[src/logic/rto_consts.vh]
// constants for the reloadable one-shot timer: offsets, fields, reset values
//------------------------------------------------------------
// Function
// - sixteen-bit up-counter wraps from all ones to zero and keeps counting
// - timer clock divided by prescale of 1 to 128 before advancing counter
// - reload one, prescale one is shortest; reload zero spans 65536 counts
// - clock-source field picks 32kHz peripheral clock or system clock
// - system clock counts in active and halt; peripheral clock also in stop
// - enabled input noise filter keeps working in halt; in stop only on peripheral clock
// - two independent compare channels share the one counter
// - enabled timer keeps counting in halt; clearing enable stops it
// - in stop on peripheral clock, timer interrupt requests wake and irq
// - system-clocked timer freezes in stop without reset, then resumes
// - clearing enable gates the timer logic; register access still works
// - on system clock every register is accessible at any time
// - at reload: interrupt, count set to one, enable cleared, stop
// - output pin inverts from reload until the next timer clock tick
// - time-out is (reload minus start) times prescale timer clocks
// - irq config value binary 11 restricts interrupts to reload events
// - clock-source bit one selects the 32kHz peripheral clock
//------------------------------------------------------------
`ifndef RTO_CONSTS_VH
`define RTO_CONSTS_VH

// register byte offsets
`define RTO_OFF_CTRL 8'h00
`define RTO_OFF_COUNT 8'h04
`define RTO_OFF_RELOAD 8'h08
`define RTO_OFF_CMP0 8'h0c
`define RTO_OFF_CMP1 8'h10
`define RTO_OFF_STAT 8'h14

// control field positions
`define RTO_CTRL_EN 0
`define RTO_CTRL_POL 1
`define RTO_CTRL_PRES_LO 2
`define RTO_CTRL_PRES_HI 4
`define RTO_CTRL_CLKSEL 5
`define RTO_CTRL_ICFG_LO 6
`define RTO_CTRL_ICFG_HI 7
`define RTO_CTRL_OUTEN 8
`define RTO_CTRL_FILTEN 9
`define RTO_CTRL_IRQEN 10
`define RTO_CTRL_RUN 11
`define RTO_CTRL_W 11

// status field positions
`define RTO_STAT_RELOAD 0
`define RTO_STAT_CMP0 1
`define RTO_STAT_CMP1 2
`define RTO_STAT_INCAP 3
`define RTO_STAT_W 4

// reset values and codes
`define RTO_CTRL_RST 11'h000
`define RTO_COUNT_RST 16'h0000
`define RTO_RELOAD_RST 16'h0000
`define RTO_COUNT_AFTER_RELOAD 16'h0001
`define RTO_ICFG_RELOAD_ONLY 2'h3
`define RTO_FILT_LEN 4
`define RTO_RESP_OKAY 2'h0
`define RTO_RESP_SLVERR 2'h2

`endif

[src/logic/rto_prescale.v]
// prescaler: divides timer clock ticks by a power of two from 1 to 128
`timescale 1ns/1ps
module rto_prescale (
   aclk,
   aresetn,
   tick_in,
   run,
   sel,
   tick_out
);
   input wire aclk;
   input wire aresetn;
   input wire tick_in;
   input wire run;
   input wire [2:0] sel;
   output reg tick_out;

   reg [6:0] cnt_r;
   wire [6:0] limit;

   //------------------------------------------------------------
   // divider
   //------------------------------------------------------------
   assign limit = (7'h01 << sel) - 7'h01;

   // counter held at zero while stopped so each start sees a full divide
   always @(posedge aclk) begin
      if (!aresetn) begin
         cnt_r <= 7'h00;
         tick_out <= 1'b0;
      end else if (!run) begin
         cnt_r <= 7'h00;
         tick_out <= 1'b0;
      end else begin
         tick_out <= 1'b0;
         if (tick_in) begin
            if (cnt_r >= limit) begin
               cnt_r <= 7'h00;
               tick_out <= 1'b1;
            end else begin
               cnt_r <= cnt_r + 7'h01;
            end
         end
      end
   end
endmodule

[src/logic/rto_in_filter.v]
// timer input pin: two-flop synchroniser and optional majority-free noise filter
`timescale 1ns/1ps
module rto_in_filter #(
   parameter FILT_LEN = 4
) (
   aclk,
   aresetn,
   pin_in,
   filt_en,
   sample,
   level,
   edge_seen
);
   input wire aclk;
   input wire aresetn;
   input wire pin_in;
   input wire filt_en;
   input wire sample;
   output reg level;
   output reg edge_seen;

   reg sync1_r;
   reg sync2_r;
   reg [3:0] run_r;

   //------------------------------------------------------------
   // synchroniser and filter
   //------------------------------------------------------------
   // filter samples on timer clock ticks, so in stop it keeps rejecting noise only on the peripheral clock
   always @(posedge aclk) begin
      if (!aresetn) begin
         sync1_r <= 1'b0;
         sync2_r <= 1'b0;
         run_r <= 4'h0;
         level <= 1'b0;
         edge_seen <= 1'b0;
      end else begin
         sync1_r <= pin_in;
         sync2_r <= sync1_r;
         edge_seen <= 1'b0;
         if (sync2_r == level) begin
            run_r <= 4'h0;
         end else if (!filt_en) begin
            level <= sync2_r;
            edge_seen <= 1'b1;
         end else if (sample) begin
            if (run_r >= FILT_LEN[3:0] - 4'h1) begin
               level <= sync2_r;
               edge_seen <= 1'b1;
               run_r <= 4'h0;
            end else begin
               run_r <= run_r + 4'h1;
            end
         end
      end
   end
endmodule

[src/logic/rto_top.v]
// reloadable one-shot timer with AXI4-Lite register access
`timescale 1ns/1ps
`include "rto_consts.vh"
module rto_top #(
   parameter FILT_LEN = `RTO_FILT_LEN
) (
   aclk,
   aresetn,
   s_axi_awaddr,
   s_axi_awvalid,
   s_axi_awready,
   s_axi_wdata,
   s_axi_wstrb,
   s_axi_wvalid,
   s_axi_wready,
   s_axi_bresp,
   s_axi_bvalid,
   s_axi_bready,
   s_axi_araddr,
   s_axi_arvalid,
   s_axi_arready,
   s_axi_rdata,
   s_axi_rresp,
   s_axi_rvalid,
   s_axi_rready,
   periph_clk_in,
   timer_in,
   halt_state,
   stop_state,
   timer_out,
   timer_out_en,
   timer_irq_req,
   stop_wake_req
);
   input wire aclk;
   input wire aresetn;
   input wire [7:0] s_axi_awaddr;
   input wire s_axi_awvalid;
   output reg s_axi_awready;
   input wire [31:0] s_axi_wdata;
   input wire [3:0] s_axi_wstrb;
   input wire s_axi_wvalid;
   output reg s_axi_wready;
   output reg [1:0] s_axi_bresp;
   output reg s_axi_bvalid;
   input wire s_axi_bready;
   input wire [7:0] s_axi_araddr;
   input wire s_axi_arvalid;
   output reg s_axi_arready;
   output reg [31:0] s_axi_rdata;
   output reg [1:0] s_axi_rresp;
   output reg s_axi_rvalid;
   input wire s_axi_rready;
   input wire periph_clk_in;
   input wire timer_in;
   input wire halt_state;
   input wire stop_state;
   output reg timer_out;
   output reg timer_out_en;
   output reg timer_irq_req;
   output reg stop_wake_req;

   //------------------------------------------------------------
   // helper functions
   //------------------------------------------------------------
   // byte-lane merge for a write
   function [31:0] merge;
      input [31:0] old;
      input [31:0] nw;
      input [3:0] strb;
      integer i;
      begin
         merge = old;
         for (i = 0; i < 4; i = i + 1) begin
            if (strb[i]) begin
               merge[i*8 +: 8] = nw[i*8 +: 8];
            end
         end
      end
   endfunction

   // address decode shared by read and write paths
   function mapped;
      input [7:0] a;
      begin
         mapped = (a == `RTO_OFF_CTRL) || (a == `RTO_OFF_COUNT) ||
            (a == `RTO_OFF_RELOAD) || (a == `RTO_OFF_CMP0) ||
            (a == `RTO_OFF_CMP1) || (a == `RTO_OFF_STAT);
      end
   endfunction

   //------------------------------------------------------------
   // state
   //------------------------------------------------------------
   reg [`RTO_CTRL_W-1:0] ctrl_r;
   reg [15:0] count_r;
   reg [15:0] reload_r;
   reg [15:0] cmp0_r;
   reg [15:0] cmp1_r;
   reg [`RTO_STAT_W-1:0] stat_r;
   reg run_r;
   reg pulse_r;
   reg aw_hold_r;
   reg w_hold_r;
   reg [7:0] awaddr_r;
   reg [31:0] wdata_r;
   reg [3:0] wstrb_r;
   reg pc_s1_r;
   reg pc_s2_r;
   reg pc_s3_r;

   wire presc_tick;
   wire in_level;
   wire in_edge;
   wire clksel;
   wire tclk_tick;
   wire do_wr;
   wire [31:0] wr_val;
   wire [31:0] ctrl_m, count_m, reload_m, cmp0_m, cmp1_m;
   wire [15:0] count_nxt;
   wire step;
   wire reload_evt;
   wire cmp0_evt;
   wire cmp1_evt;
   wire irq_evt;
   wire [`RTO_STAT_W-1:0] stat_set;
   wire [`RTO_STAT_W-1:0] stat_clr;

   //------------------------------------------------------------
   // timer clock selection
   //------------------------------------------------------------
   // peripheral clock pin is synchronised; only s2/s3 feed the edge detect
   always @(posedge aclk) begin
      if (!aresetn) begin
         pc_s1_r <= 1'b0;
         pc_s2_r <= 1'b0;
         pc_s3_r <= 1'b0;
      end else begin
         pc_s1_r <= periph_clk_in;
         pc_s2_r <= pc_s1_r;
         pc_s3_r <= pc_s2_r;
      end
   end

   assign clksel = ctrl_r[`RTO_CTRL_CLKSEL];
   // system clock ticks stop in stop state; halt has no effect on them
   assign tclk_tick = clksel ? (pc_s2_r & ~pc_s3_r) : ~stop_state;

   rto_prescale u_presc (
      .aclk(aclk),
      .aresetn(aresetn),
      .tick_in(tclk_tick),
      .run(run_r),
      .sel(ctrl_r[`RTO_CTRL_PRES_HI:`RTO_CTRL_PRES_LO]),
      .tick_out(presc_tick)
   );

   rto_in_filter #(
      .FILT_LEN(FILT_LEN)
   ) u_filt (
      .aclk(aclk),
      .aresetn(aresetn),
      .pin_in(timer_in),
      .filt_en(ctrl_r[`RTO_CTRL_FILTEN]),
      .sample(tclk_tick),
      .level(in_level),
      .edge_seen(in_edge)
   );

   //------------------------------------------------------------
   // counter and events
   //------------------------------------------------------------
   assign count_nxt = count_r + 16'h0001;
   // prescaler may emit a last tick as run drops; gate it here too
   assign step = presc_tick & run_r;
   assign reload_evt = step & (count_nxt == reload_r);
   assign cmp0_evt = step & (count_nxt == cmp0_r);
   assign cmp1_evt = step & (count_nxt == cmp1_r);
   assign irq_evt = reload_evt |
      ((ctrl_r[`RTO_CTRL_ICFG_HI:`RTO_CTRL_ICFG_LO] != `RTO_ICFG_RELOAD_ONLY) &
      (cmp0_evt | cmp1_evt));
   assign stat_set = {in_edge, cmp1_evt, cmp0_evt, reload_evt};

   //------------------------------------------------------------
   // bus write decode
   //------------------------------------------------------------
   assign do_wr = aw_hold_r & w_hold_r & ~s_axi_bvalid;
   assign wr_val = merge(32'h00000000, wdata_r, wstrb_r);
   // merged words are cut back to register width on purpose at the write
   assign ctrl_m = merge({21'h0, ctrl_r}, wdata_r, wstrb_r);
   assign count_m = merge({16'h0000, count_r}, wdata_r, wstrb_r);
   assign reload_m = merge({16'h0000, reload_r}, wdata_r, wstrb_r);
   assign cmp0_m = merge({16'h0000, cmp0_r}, wdata_r, wstrb_r);
   assign cmp1_m = merge({16'h0000, cmp1_r}, wdata_r, wstrb_r);
   assign stat_clr = (do_wr && awaddr_r == `RTO_OFF_STAT) ?
      wr_val[`RTO_STAT_W-1:0] : {`RTO_STAT_W{1'b0}};

   // register file; bus writes win over the counter, hardware sets win status
   always @(posedge aclk) begin
      if (!aresetn) begin
         ctrl_r <= `RTO_CTRL_RST;
         count_r <= `RTO_COUNT_RST;
         reload_r <= `RTO_RELOAD_RST;
         cmp0_r <= 16'h0000;
         cmp1_r <= 16'h0000;
         stat_r <= {`RTO_STAT_W{1'b0}};
      end else begin
         stat_r <= (stat_r & ~stat_clr) | stat_set;
         if (reload_evt) begin
            count_r <= `RTO_COUNT_AFTER_RELOAD;
            ctrl_r[`RTO_CTRL_EN] <= 1'b0;
         end else if (step) begin
            count_r <= count_nxt;
         end
         // registers stay writable whatever the enable state
         if (do_wr) begin
            case (awaddr_r)
               `RTO_OFF_CTRL: ctrl_r <= ctrl_m[`RTO_CTRL_W-1:0];
               `RTO_OFF_COUNT: count_r <= count_m[15:0];
               `RTO_OFF_RELOAD: reload_r <= reload_m[15:0];
               `RTO_OFF_CMP0: cmp0_r <= cmp0_m[15:0];
               `RTO_OFF_CMP1: cmp1_r <= cmp1_m[15:0];
               default: begin
               end
            endcase
         end
      end
   end

   //------------------------------------------------------------
   // run state in the timer clock domain
   //------------------------------------------------------------
   // on peripheral clock the enable only lands on a timer clock tick
   always @(posedge aclk) begin
      if (!aresetn) begin
         run_r <= 1'b0;
      end else if (reload_evt) begin
         run_r <= 1'b0;
      end else if (!clksel || tclk_tick) begin
         run_r <= ctrl_r[`RTO_CTRL_EN];
      end
   end

   //------------------------------------------------------------
   // output pin and requests
   //------------------------------------------------------------
   // pulse lasts from the reload to the next timer clock tick
   always @(posedge aclk) begin
      if (!aresetn) begin
         pulse_r <= 1'b0;
         timer_out <= 1'b0;
         timer_out_en <= 1'b0;
         timer_irq_req <= 1'b0;
         stop_wake_req <= 1'b0;
      end else begin
         if (reload_evt) begin
            pulse_r <= 1'b1;
         end else if (tclk_tick) begin
            pulse_r <= 1'b0;
         end
         timer_out <= ctrl_r[`RTO_CTRL_POL] ^ pulse_r;
         timer_out_en <= ctrl_r[`RTO_CTRL_OUTEN];
         timer_irq_req <= irq_evt & ctrl_r[`RTO_CTRL_IRQEN];
         stop_wake_req <= irq_evt & ctrl_r[`RTO_CTRL_IRQEN] & stop_state &
            clksel;
      end
   end

   //------------------------------------------------------------
   // AXI4-Lite write channel
   //------------------------------------------------------------
   // address and data taken independently; one write in flight at a time
   always @(posedge aclk) begin
      if (!aresetn) begin
         s_axi_awready <= 1'b0;
         s_axi_wready <= 1'b0;
         s_axi_bvalid <= 1'b0;
         s_axi_bresp <= `RTO_RESP_OKAY;
         aw_hold_r <= 1'b0;
         w_hold_r <= 1'b0;
         awaddr_r <= 8'h00;
         wdata_r <= 32'h00000000;
         wstrb_r <= 4'h0;
      end else begin
         s_axi_awready <= ~aw_hold_r & ~(s_axi_awvalid & s_axi_awready);
         s_axi_wready <= ~w_hold_r & ~(s_axi_wvalid & s_axi_wready);
         if (s_axi_awvalid && s_axi_awready) begin
            aw_hold_r <= 1'b1;
            awaddr_r <= s_axi_awaddr;
         end
         if (s_axi_wvalid && s_axi_wready) begin
            w_hold_r <= 1'b1;
            wdata_r <= s_axi_wdata;
            wstrb_r <= s_axi_wstrb;
         end
         if (do_wr) begin
            s_axi_bvalid <= 1'b1;
            s_axi_bresp <= mapped(awaddr_r) ? `RTO_RESP_OKAY : `RTO_RESP_SLVERR;
         end else if (s_axi_bvalid && s_axi_bready) begin
            s_axi_bvalid <= 1'b0;
            aw_hold_r <= 1'b0;
            w_hold_r <= 1'b0;
            s_axi_awready <= 1'b1;
            s_axi_wready <= 1'b1;
         end
      end
   end

   //------------------------------------------------------------
   // AXI4-Lite read channel
   //------------------------------------------------------------
   // count reads are live; on the peripheral clock they may catch a step
   always @(posedge aclk) begin
      if (!aresetn) begin
         s_axi_arready <= 1'b0;
         s_axi_rvalid <= 1'b0;
         s_axi_rdata <= 32'h00000000;
         s_axi_rresp <= `RTO_RESP_OKAY;
      end else if (s_axi_arvalid && s_axi_arready) begin
         s_axi_arready <= 1'b0;
         s_axi_rvalid <= 1'b1;
         s_axi_rresp <= mapped(s_axi_araddr) ? `RTO_RESP_OKAY : `RTO_RESP_SLVERR;
         case (s_axi_araddr)
            `RTO_OFF_CTRL: s_axi_rdata <= {20'h00000, run_r, ctrl_r};
            `RTO_OFF_COUNT: s_axi_rdata <= {16'h0000, count_r};
            `RTO_OFF_RELOAD: s_axi_rdata <= {16'h0000, reload_r};
            `RTO_OFF_CMP0: s_axi_rdata <= {16'h0000, cmp0_r};
            `RTO_OFF_CMP1: s_axi_rdata <= {16'h0000, cmp1_r};
            `RTO_OFF_STAT: s_axi_rdata <= {27'h0000000, in_level, stat_r};
            default: s_axi_rdata <= 32'h00000000;
         endcase
      end else if (s_axi_rvalid && s_axi_rready) begin
         s_axi_rvalid <= 1'b0;
         s_axi_arready <= 1'b1;
      end else begin
         s_axi_arready <= ~s_axi_rvalid;
      end
   end
endmodule

[config.mk]
export PLATFORM = sky130hd
export DESIGN_NAME = rto_top
export DESIGN_NICKNAME = d
export VERILOG_FILES = /design/src/logic/rto_prescale.v /design/src/logic/rto_in_filter.v /design/src/logic/rto_top.v
export VERILOG_INCLUDE_DIRS = /design/src /design/src/logic
export SDC_FILE = /design/constraint.sdc
export NUM_CORES = 1
export LEC_CHECK = 0
export ABC_AREA = 1
export BUFFER_PORTS_ARGS = -buffer_cell sky130_fd_sc_hd__buf_2
export CORE_ASPECT_RATIO = 0.7
export CORE_UTILIZATION = 40
export DETAILED_ROUTE_END_ITERATION = 6
export HOLD_SLACK_MARGIN = 0.12
export SLEW_MARGIN = 30
export SYNTH_ARGS = -nofsm -noshare
export SYNTH_HDL_FRONTEND = slang
export SYNTH_SLANG_ARGS = --single-unit
[constraint.sdc]
create_clock -name aclk -period 2.02 [get_ports aclk]
set_input_delay 0.606 -clock aclk [delete_from_list [all_inputs] [get_ports aclk]]
set_output_delay 0.606 -clock aclk [all_outputs]
set_load 0.02 [all_outputs]
# Word level (Yosys, flattened, before mapping)
# Cells that the tools add are included.
word_totals:
  regBits: 173
  latch_bits: 0
  mem_bits_rw: 0
  rom_bits: 0
  in_bits: 63
  output_inout_bits: 45
  wordCells: 179
  n_memories: 0
classes:
  n_addsub: 4
  n_mul: 0
  n_div: 0
  magnitude_cmp: 2
  n_eq_ne: 20
  shift: 1
  n_mux: 42
  bitwise: 31
  n_reduce_logical: 38
op_table:
  columns: ["operator", "count"]
  rows:
  - ["$pmux 16 s6", 1]
  - ["$mux 16", 4]
  - ["$eq 16x16->1", 3]
  - ["$eq 8x4->1 const B", 4]
  - ["$eq 8x5->1 const B", 4]
  - ["$reduce_and 3->1", 10]
  - ["$mux 1", 29]
  - ["$add 16x1->16 const B", 1]
  - ["$eq 8x3->1 const B", 2]
  - ["$logic_not 8->1", 2]
  - ["$mux 8", 2]
  - ["$and 1x1->1", 15]
  - ["$mux 4", 3]
  - ["$logic_or 1x1->1", 11]
  - ["$not 1->1", 10]
  - ["$ne 3x3->1 const B", 3]
  - ["$add 7x1->7 const B", 1]
  - ["$ge 7x7->1", 1]
  - ["$mux 7", 1]
  - ["$shl 1x3->7 const A", 1]
  - ["$sub 7x1->7 const B", 1]
  - ["$logic_and 1x1->1", 6]
  - ["$reduce_bool 2->1", 3]
  - ["$reduce_or 2->1", 3]
  - ["other kinds (13)", 17]

# Longest topological paths before layout
logic_depth:
  ltp_word: 9
  mapped_depth: 17

# Cells and area by module
# A second synthesis with hierarchy kept.
hier_totals:
  hier_cells: 1182
  hier_area_um2: 8145.3
modules_own_cells:
  columns: ["mod", "n_inst", "cells_per_inst", "area_each_um2", "seq_area_each_um2"]
  rows:
  - ["rto_top", 1, 1068, 7244.4, 2782.7]
  - ["rto_prescale", 1, 75, 586.8, 160.2]
  - ["rto_in_filter", 1, 39, 314.1, 160.2]

# Least setup slack after synthesis
# No wires, ideal clock.
synth_timing:
  kind: "register to register"
  startpoint: "register ctrl_r[4]"
  endpoint: "register u_presc.cnt_r[1]"
  t_arrival_ns: 2.001
  required_ns: 1.942
  setup_slack_ns: -0.059
  path_stages_with_launch: 15
  n_path_buf: 0
  cell_sequence: "dfxtp_1 > inv_1 > nand3_1 > ha_1 > ha_1 > a21boi_0 > o21ai_0 > nand2_1 > nand2_1 > nand2_1 > a21oi_1 > o21ai_0 > nand2_1 > nand2_1 > nor3_1"
synth_between:
  elab_chain_len: 4
synth_rtl:
  columns: ["element", "line_no", "source"]
  rows:
  - ["start: declaration", "rto_top.v:95", "reg [`RTO_CTRL_W-1:0] ctrl_r;"]
  - ["start signal: assignment", "rto_top.v:201", "ctrl_r <= `RTO_CTRL_RST;"]
  - ["start signal: assignment", "rto_top.v:218", "`RTO_OFF_CTRL: ctrl_r <= ctrl_m[`RTO_CTRL_W-1:0];"]
  - ["$shl 1x3->7", "rto_prescale.v:24", "assign limit = (7'h01 << sel) - 7'h01;"]
  - ["$sub 7x1->7", "rto_prescale.v:24", null]
  - ["$ge 7x7->1", "rto_prescale.v:37", "if (cnt_r >= limit) begin"]
  - ["$mux 7", "rto_prescale.v:37", null]
  - ["end signal: assignment", "rto_prescale.v:41", "cnt_r <= cnt_r + 7'h01;"]
  - ["end: declaration", "rto_prescale.v:18", "reg [6:0] cnt_r;"]
# Every way passes these cells.
# A chain may end at the register's enable or synchronous reset.

# Final worst setup path
layout_timing:
  startpoint: "register count_r[0]"
  endpoint: "register count_r[0]"
layout_between:
  elab_chain_len: 6
  elab_cells_between_ends: 7
layout_rtl:
  columns: ["element", "line_no", "source"]
  rows:
  - ["start: declaration", "rto_top.v:96", "reg [15:0] count_r;"]
  - ["start signal: assignment", "rto_top.v:202", "count_r <= `RTO_COUNT_RST;"]
  - ["start signal: assignment", "rto_top.v:210", "count_r <= `RTO_COUNT_AFTER_RELOAD;"]
  - ["start signal: assignment", "rto_top.v:213", "count_r <= count_nxt;"]
  - ["$add 16x1->16", "rto_top.v:173", "assign count_nxt = count_r + 16'h0001;"]
  - ["$eq 16x16->1", "rto_top.v:176", "assign reload_evt = step & (count_nxt == reload_r);"]
  - ["$and 1x1->1", "rto_top.v:176", null]
  - ["$mux 16 (*)", "rto_top.v:209", "if (reload_evt) begin"]
  - ["$mux 16", "rto_top.v:217", "case (awaddr_r)"]
  - ["$mux 16 (*)", "rto_top.v:216", "if (do_wr) begin"]
# Mark *: on every way between the ends. The rest lies on a longest branch, timed or not.

==> impl_metrics.json <==
{
  "outcome": "complete, but fails checks",
  "failed_checks": "negative setup slack",
  "place.detailed.hpwl_um": 21000,
  "clock_tree.buffer_depth": 2,
  "finalSetupViolCount": 30,
  "cp_data_required_time_ps": 2370,
  "r2r_setup_slack_ps": -160,
  "synth-edff-count": 0,
  "min_to": "u_filt.sync1_r",
  "area_share_of_the_largest_cell_type_after_synthesis": 0.3844,
  "cts.reportedPaths.clkPinSlew_ps": 80,
  "ff2ff_path_depth": 17,
  "root_buffer": "clkbuf_16",
  "start_util": 0.4077,
  "cts-buffers-inserted": 17,
  "largest_net_degree_at_the_start_of_global_routing": 52,
  "postRouteAntennaNets": 0,
  "totalNegativeSetupSlack_ps": -3002,
  "synth_top_flop_cell": "dfxtp_1",
  "place_congestion": 0.9911,
  "mostFrequentLayoutCells": "nand2_1 (219), o21ai_0 (156), dfxtp_1 (145)",
  "grt_overflow_total": 0,
  "htree_num_levels": 4,
  "ys_async_sr_fraction": 0,
  "place_inst": 1642,
  "rr_endpoint": "count_r[0]",
  "timing_max_transition_violations_final": 0,
  "critical_path.startpoint_type": "register",
  "clock_sinks": 155,
  "initial_drc_count": 849,
  "stdcell_count": 1691,
  "placement.io_buffers": 70,
  "drive_above_1_share": 0.2723,
  "maxClockFrequency_mhz": 458.6,
  "final.period_utilization": 1.080,
  "design.core.area_mm2": 0.01980,
  "cts_tree": "yes",
  "max_slew_margin": 0.6244,
  "critPathArrivalTime_ps": 2530,
  "number_of_antenna_violations_at_the_first_check_in_global_routing": 0,
  "grt_pass1_vias": 7751,
  "ys_seq_area_frac": 0.3844,
  "ys.warnings.count": 0,
  "peakVddDrop_mv": 0.4838,
  "worst_hold_path.num_cells": 3,
  "unrepaired_setup_endpoints_after_global_routing": "yes",
  "wire_length_of_the_first_global_routing_pass_um": 42550,
  "vias": 8791,
  "synth_cell_types": 44,
  "avgRoutedWirePerCell_um": 16.47,
  "timing.critical_path.fanout_max": 6,
  "postLayoutSetupSlackWorst_ps": -160.6,
  "p_leak_uw": 0.004863,
  "critical_path_class": "reg -> reg",
  "postRouteWirelength_um": 27860,
  "netlist.top_cell.by_area": "dfxtp_1",
  "holdCritPathClass": "in -> reg",
  "die_area_mm2": 0.02076,
  "drt_pre_antenna_iters": 5,
  "route.detailed.drc": 0,
  "design.final.nets": 1482,
  "antenna_cells_inserted": 0,
  "die_y_um": 120.9,
  "area_growth_syn_to_layout_pct": 34.55,
  "synthCells": 1211,
  "finalWorstPathRequiredPeriod_ps": 2181,
  "clock_insertion_delay_worst_skew_ps": 450,
  "detail_route.vias_per_cell": 5.199,
  "post_synth.cell_area_avg_um2": 6.665,
  "p_per_area_mw_per_mm2": 631.0,
  "area_of_the_multi_input_gates_mm2": 0.004698,
  "worst_r2r_startpoint": "count_r[0]",
  "grt_usage": 0.2746,
  "cp-end-kind": "register",
  "synth_area_leaders": "dfxtp_1 (38%), nand2_1 (12%), o21ai_0 (9.8%), a21oi_1 (7.9%), inv_1 (6.5%)",
  "fillerInstances": 2013,
  "hold_path.startpoint": "timer_in",
  "finClkSkew_ps": 16.85,
  "transition_time_at_the_pin_with_the_least_slew_margin_ps": 562.0,
  "fin_hold_viols": 0,
  "die_width_um": 171.8,
  "maxcap_violations": 0,
  "pin_count": 108,
  "row_count": 43,
  "layout.cells.most_common": "nand2_1",
  "mapped_cell_area_mm2": 0.008071,
  "synth.ff_latch_count": 155,
  "sequential_cell_area_mm2": 0.003123
}
[flip-flops by register name, summed over array words and instances, names as in the netlist, 8 cells and up]
name / cells
cmp0_r: 16
cmp1_r: 16
count_r: 16
reload_r: 16
s_axi_rdata: 16
wdata_r: 16
ctrl_r: 11
awaddr_r: 8
[critical path: stages, from the launching register on]
cell and delay [ps]:
dfxtp_4 370, buf_6 120, inv_1 60, nor2_2 110, buf_6 140, nand2_1 80, nand2_2 120, xor2_1 260
inv_1 70, nand2_1 60, nor2_1 40, nand2_1 100, nor2_4 50, nand3_4 170, buf_6 150, nand3b_1 70
nand2_1 70, inv_1 30
[worst max path at each step]
stage | cells past startpoint | slack, ps | from | end
floorplan | 14 | 10 | count_r[0] | count_r[13]
global placement | 8 | -260 | s_axi_araddr[7] | s_axi_rdata[10]
detailed placement | 14 | -300 | count_r[0] | count_r[10]
CTS | 17 | -110 | count_r[0] | count_r[0]
global route | 14 | -300 | ctrl_r[3] | u_presc.cnt_r[3]
finish | 17 | -160 | count_r[0] | count_r[0]
[stage by stage]
step	hold WS, ps	power, µW	cell area (µm²)	util	setup slack [ps]
after floorplan	390.5	3523	8140	-	10.91
after global placement	391.9	3680	9582	0.4839	-264.1
after detailed placement	402.1	3686	9582	0.4839	-298.1
after CTS	325.2	6874	10510	0.5308	-112.3
after global routing	336.1	7072	10860	0.5485	-300.1
final	329.7	6853	10860	0.5485	-160.6
[synthesized netlist by cell type (4+ instances only)]
master / count
nand3_1: 60
a21oi_1: 128
nand2_2: 5
inv_1: 140
nor2_1: 129
clkbuf_1: 36
ha_1: 11
o221ai_1: 6
o21ai_0: 158
a211oi_1: 4
dfxtp_1: 155
nand4_1: 8
o211ai_1: 5
nor3_1: 10
nand3b_1: 9
buf_4: 18
nor2_2: 4
nand2_1: 268
xor2_1: 11
o22ai_1: 12
[what timing repair did]
action,4_1_cts,5_1_grt
pin swaps,32,29
buffers inserted,15,5
endpoints found under the setup margin,32,33
hold buffers,0,0
gates cloned,0,0
resized for setup,68,89
[cells by family after synthesis]
group,synth area share
XOR/XNOR,0.01519
adder cells (fa/ha/maj),0.01705
AND/OR/NAND/NOR,0.2655
AO/OA/AOI/OAI,0.2159
buffers and inverters,0.1014
flip-flops,0.3844
other,0.0004646
[report_power, final]
part	switching (µW)	total (µW)	internal, µW	leakage [µW]
combinational	288	440	152	0.00331
sequential	78.0	3190	3120	0.00126
clock	1560	3220	1660	0.000288
[area by class of cell]
class,count,area share
clock buffers,17,0.03917
clock inverters,15,0.01613
inverters,142,0.04931
multi-input cells,875,0.4326
flip-flops and latches,155,0.2876
well taps,270,0.03111
repair buffers,217,0.1441
[routing by layer]
metal | global-route usage | up-vias | wire (µm) | share of wire
li1 | - | 4352 | - | -
met1 | 0.4346 | 3970 | 13810 | 0.50
met2 | 0.3459 | 420 | 10250 | 0.37
met3 | 0.07926 | 49 | 3280 | 0.12
met5 | 0 | - | 0 | 0
met4 | 0.07522 | 0 | 514 | 0.018
Note: power is estimated with default switching activity, not from simulation.
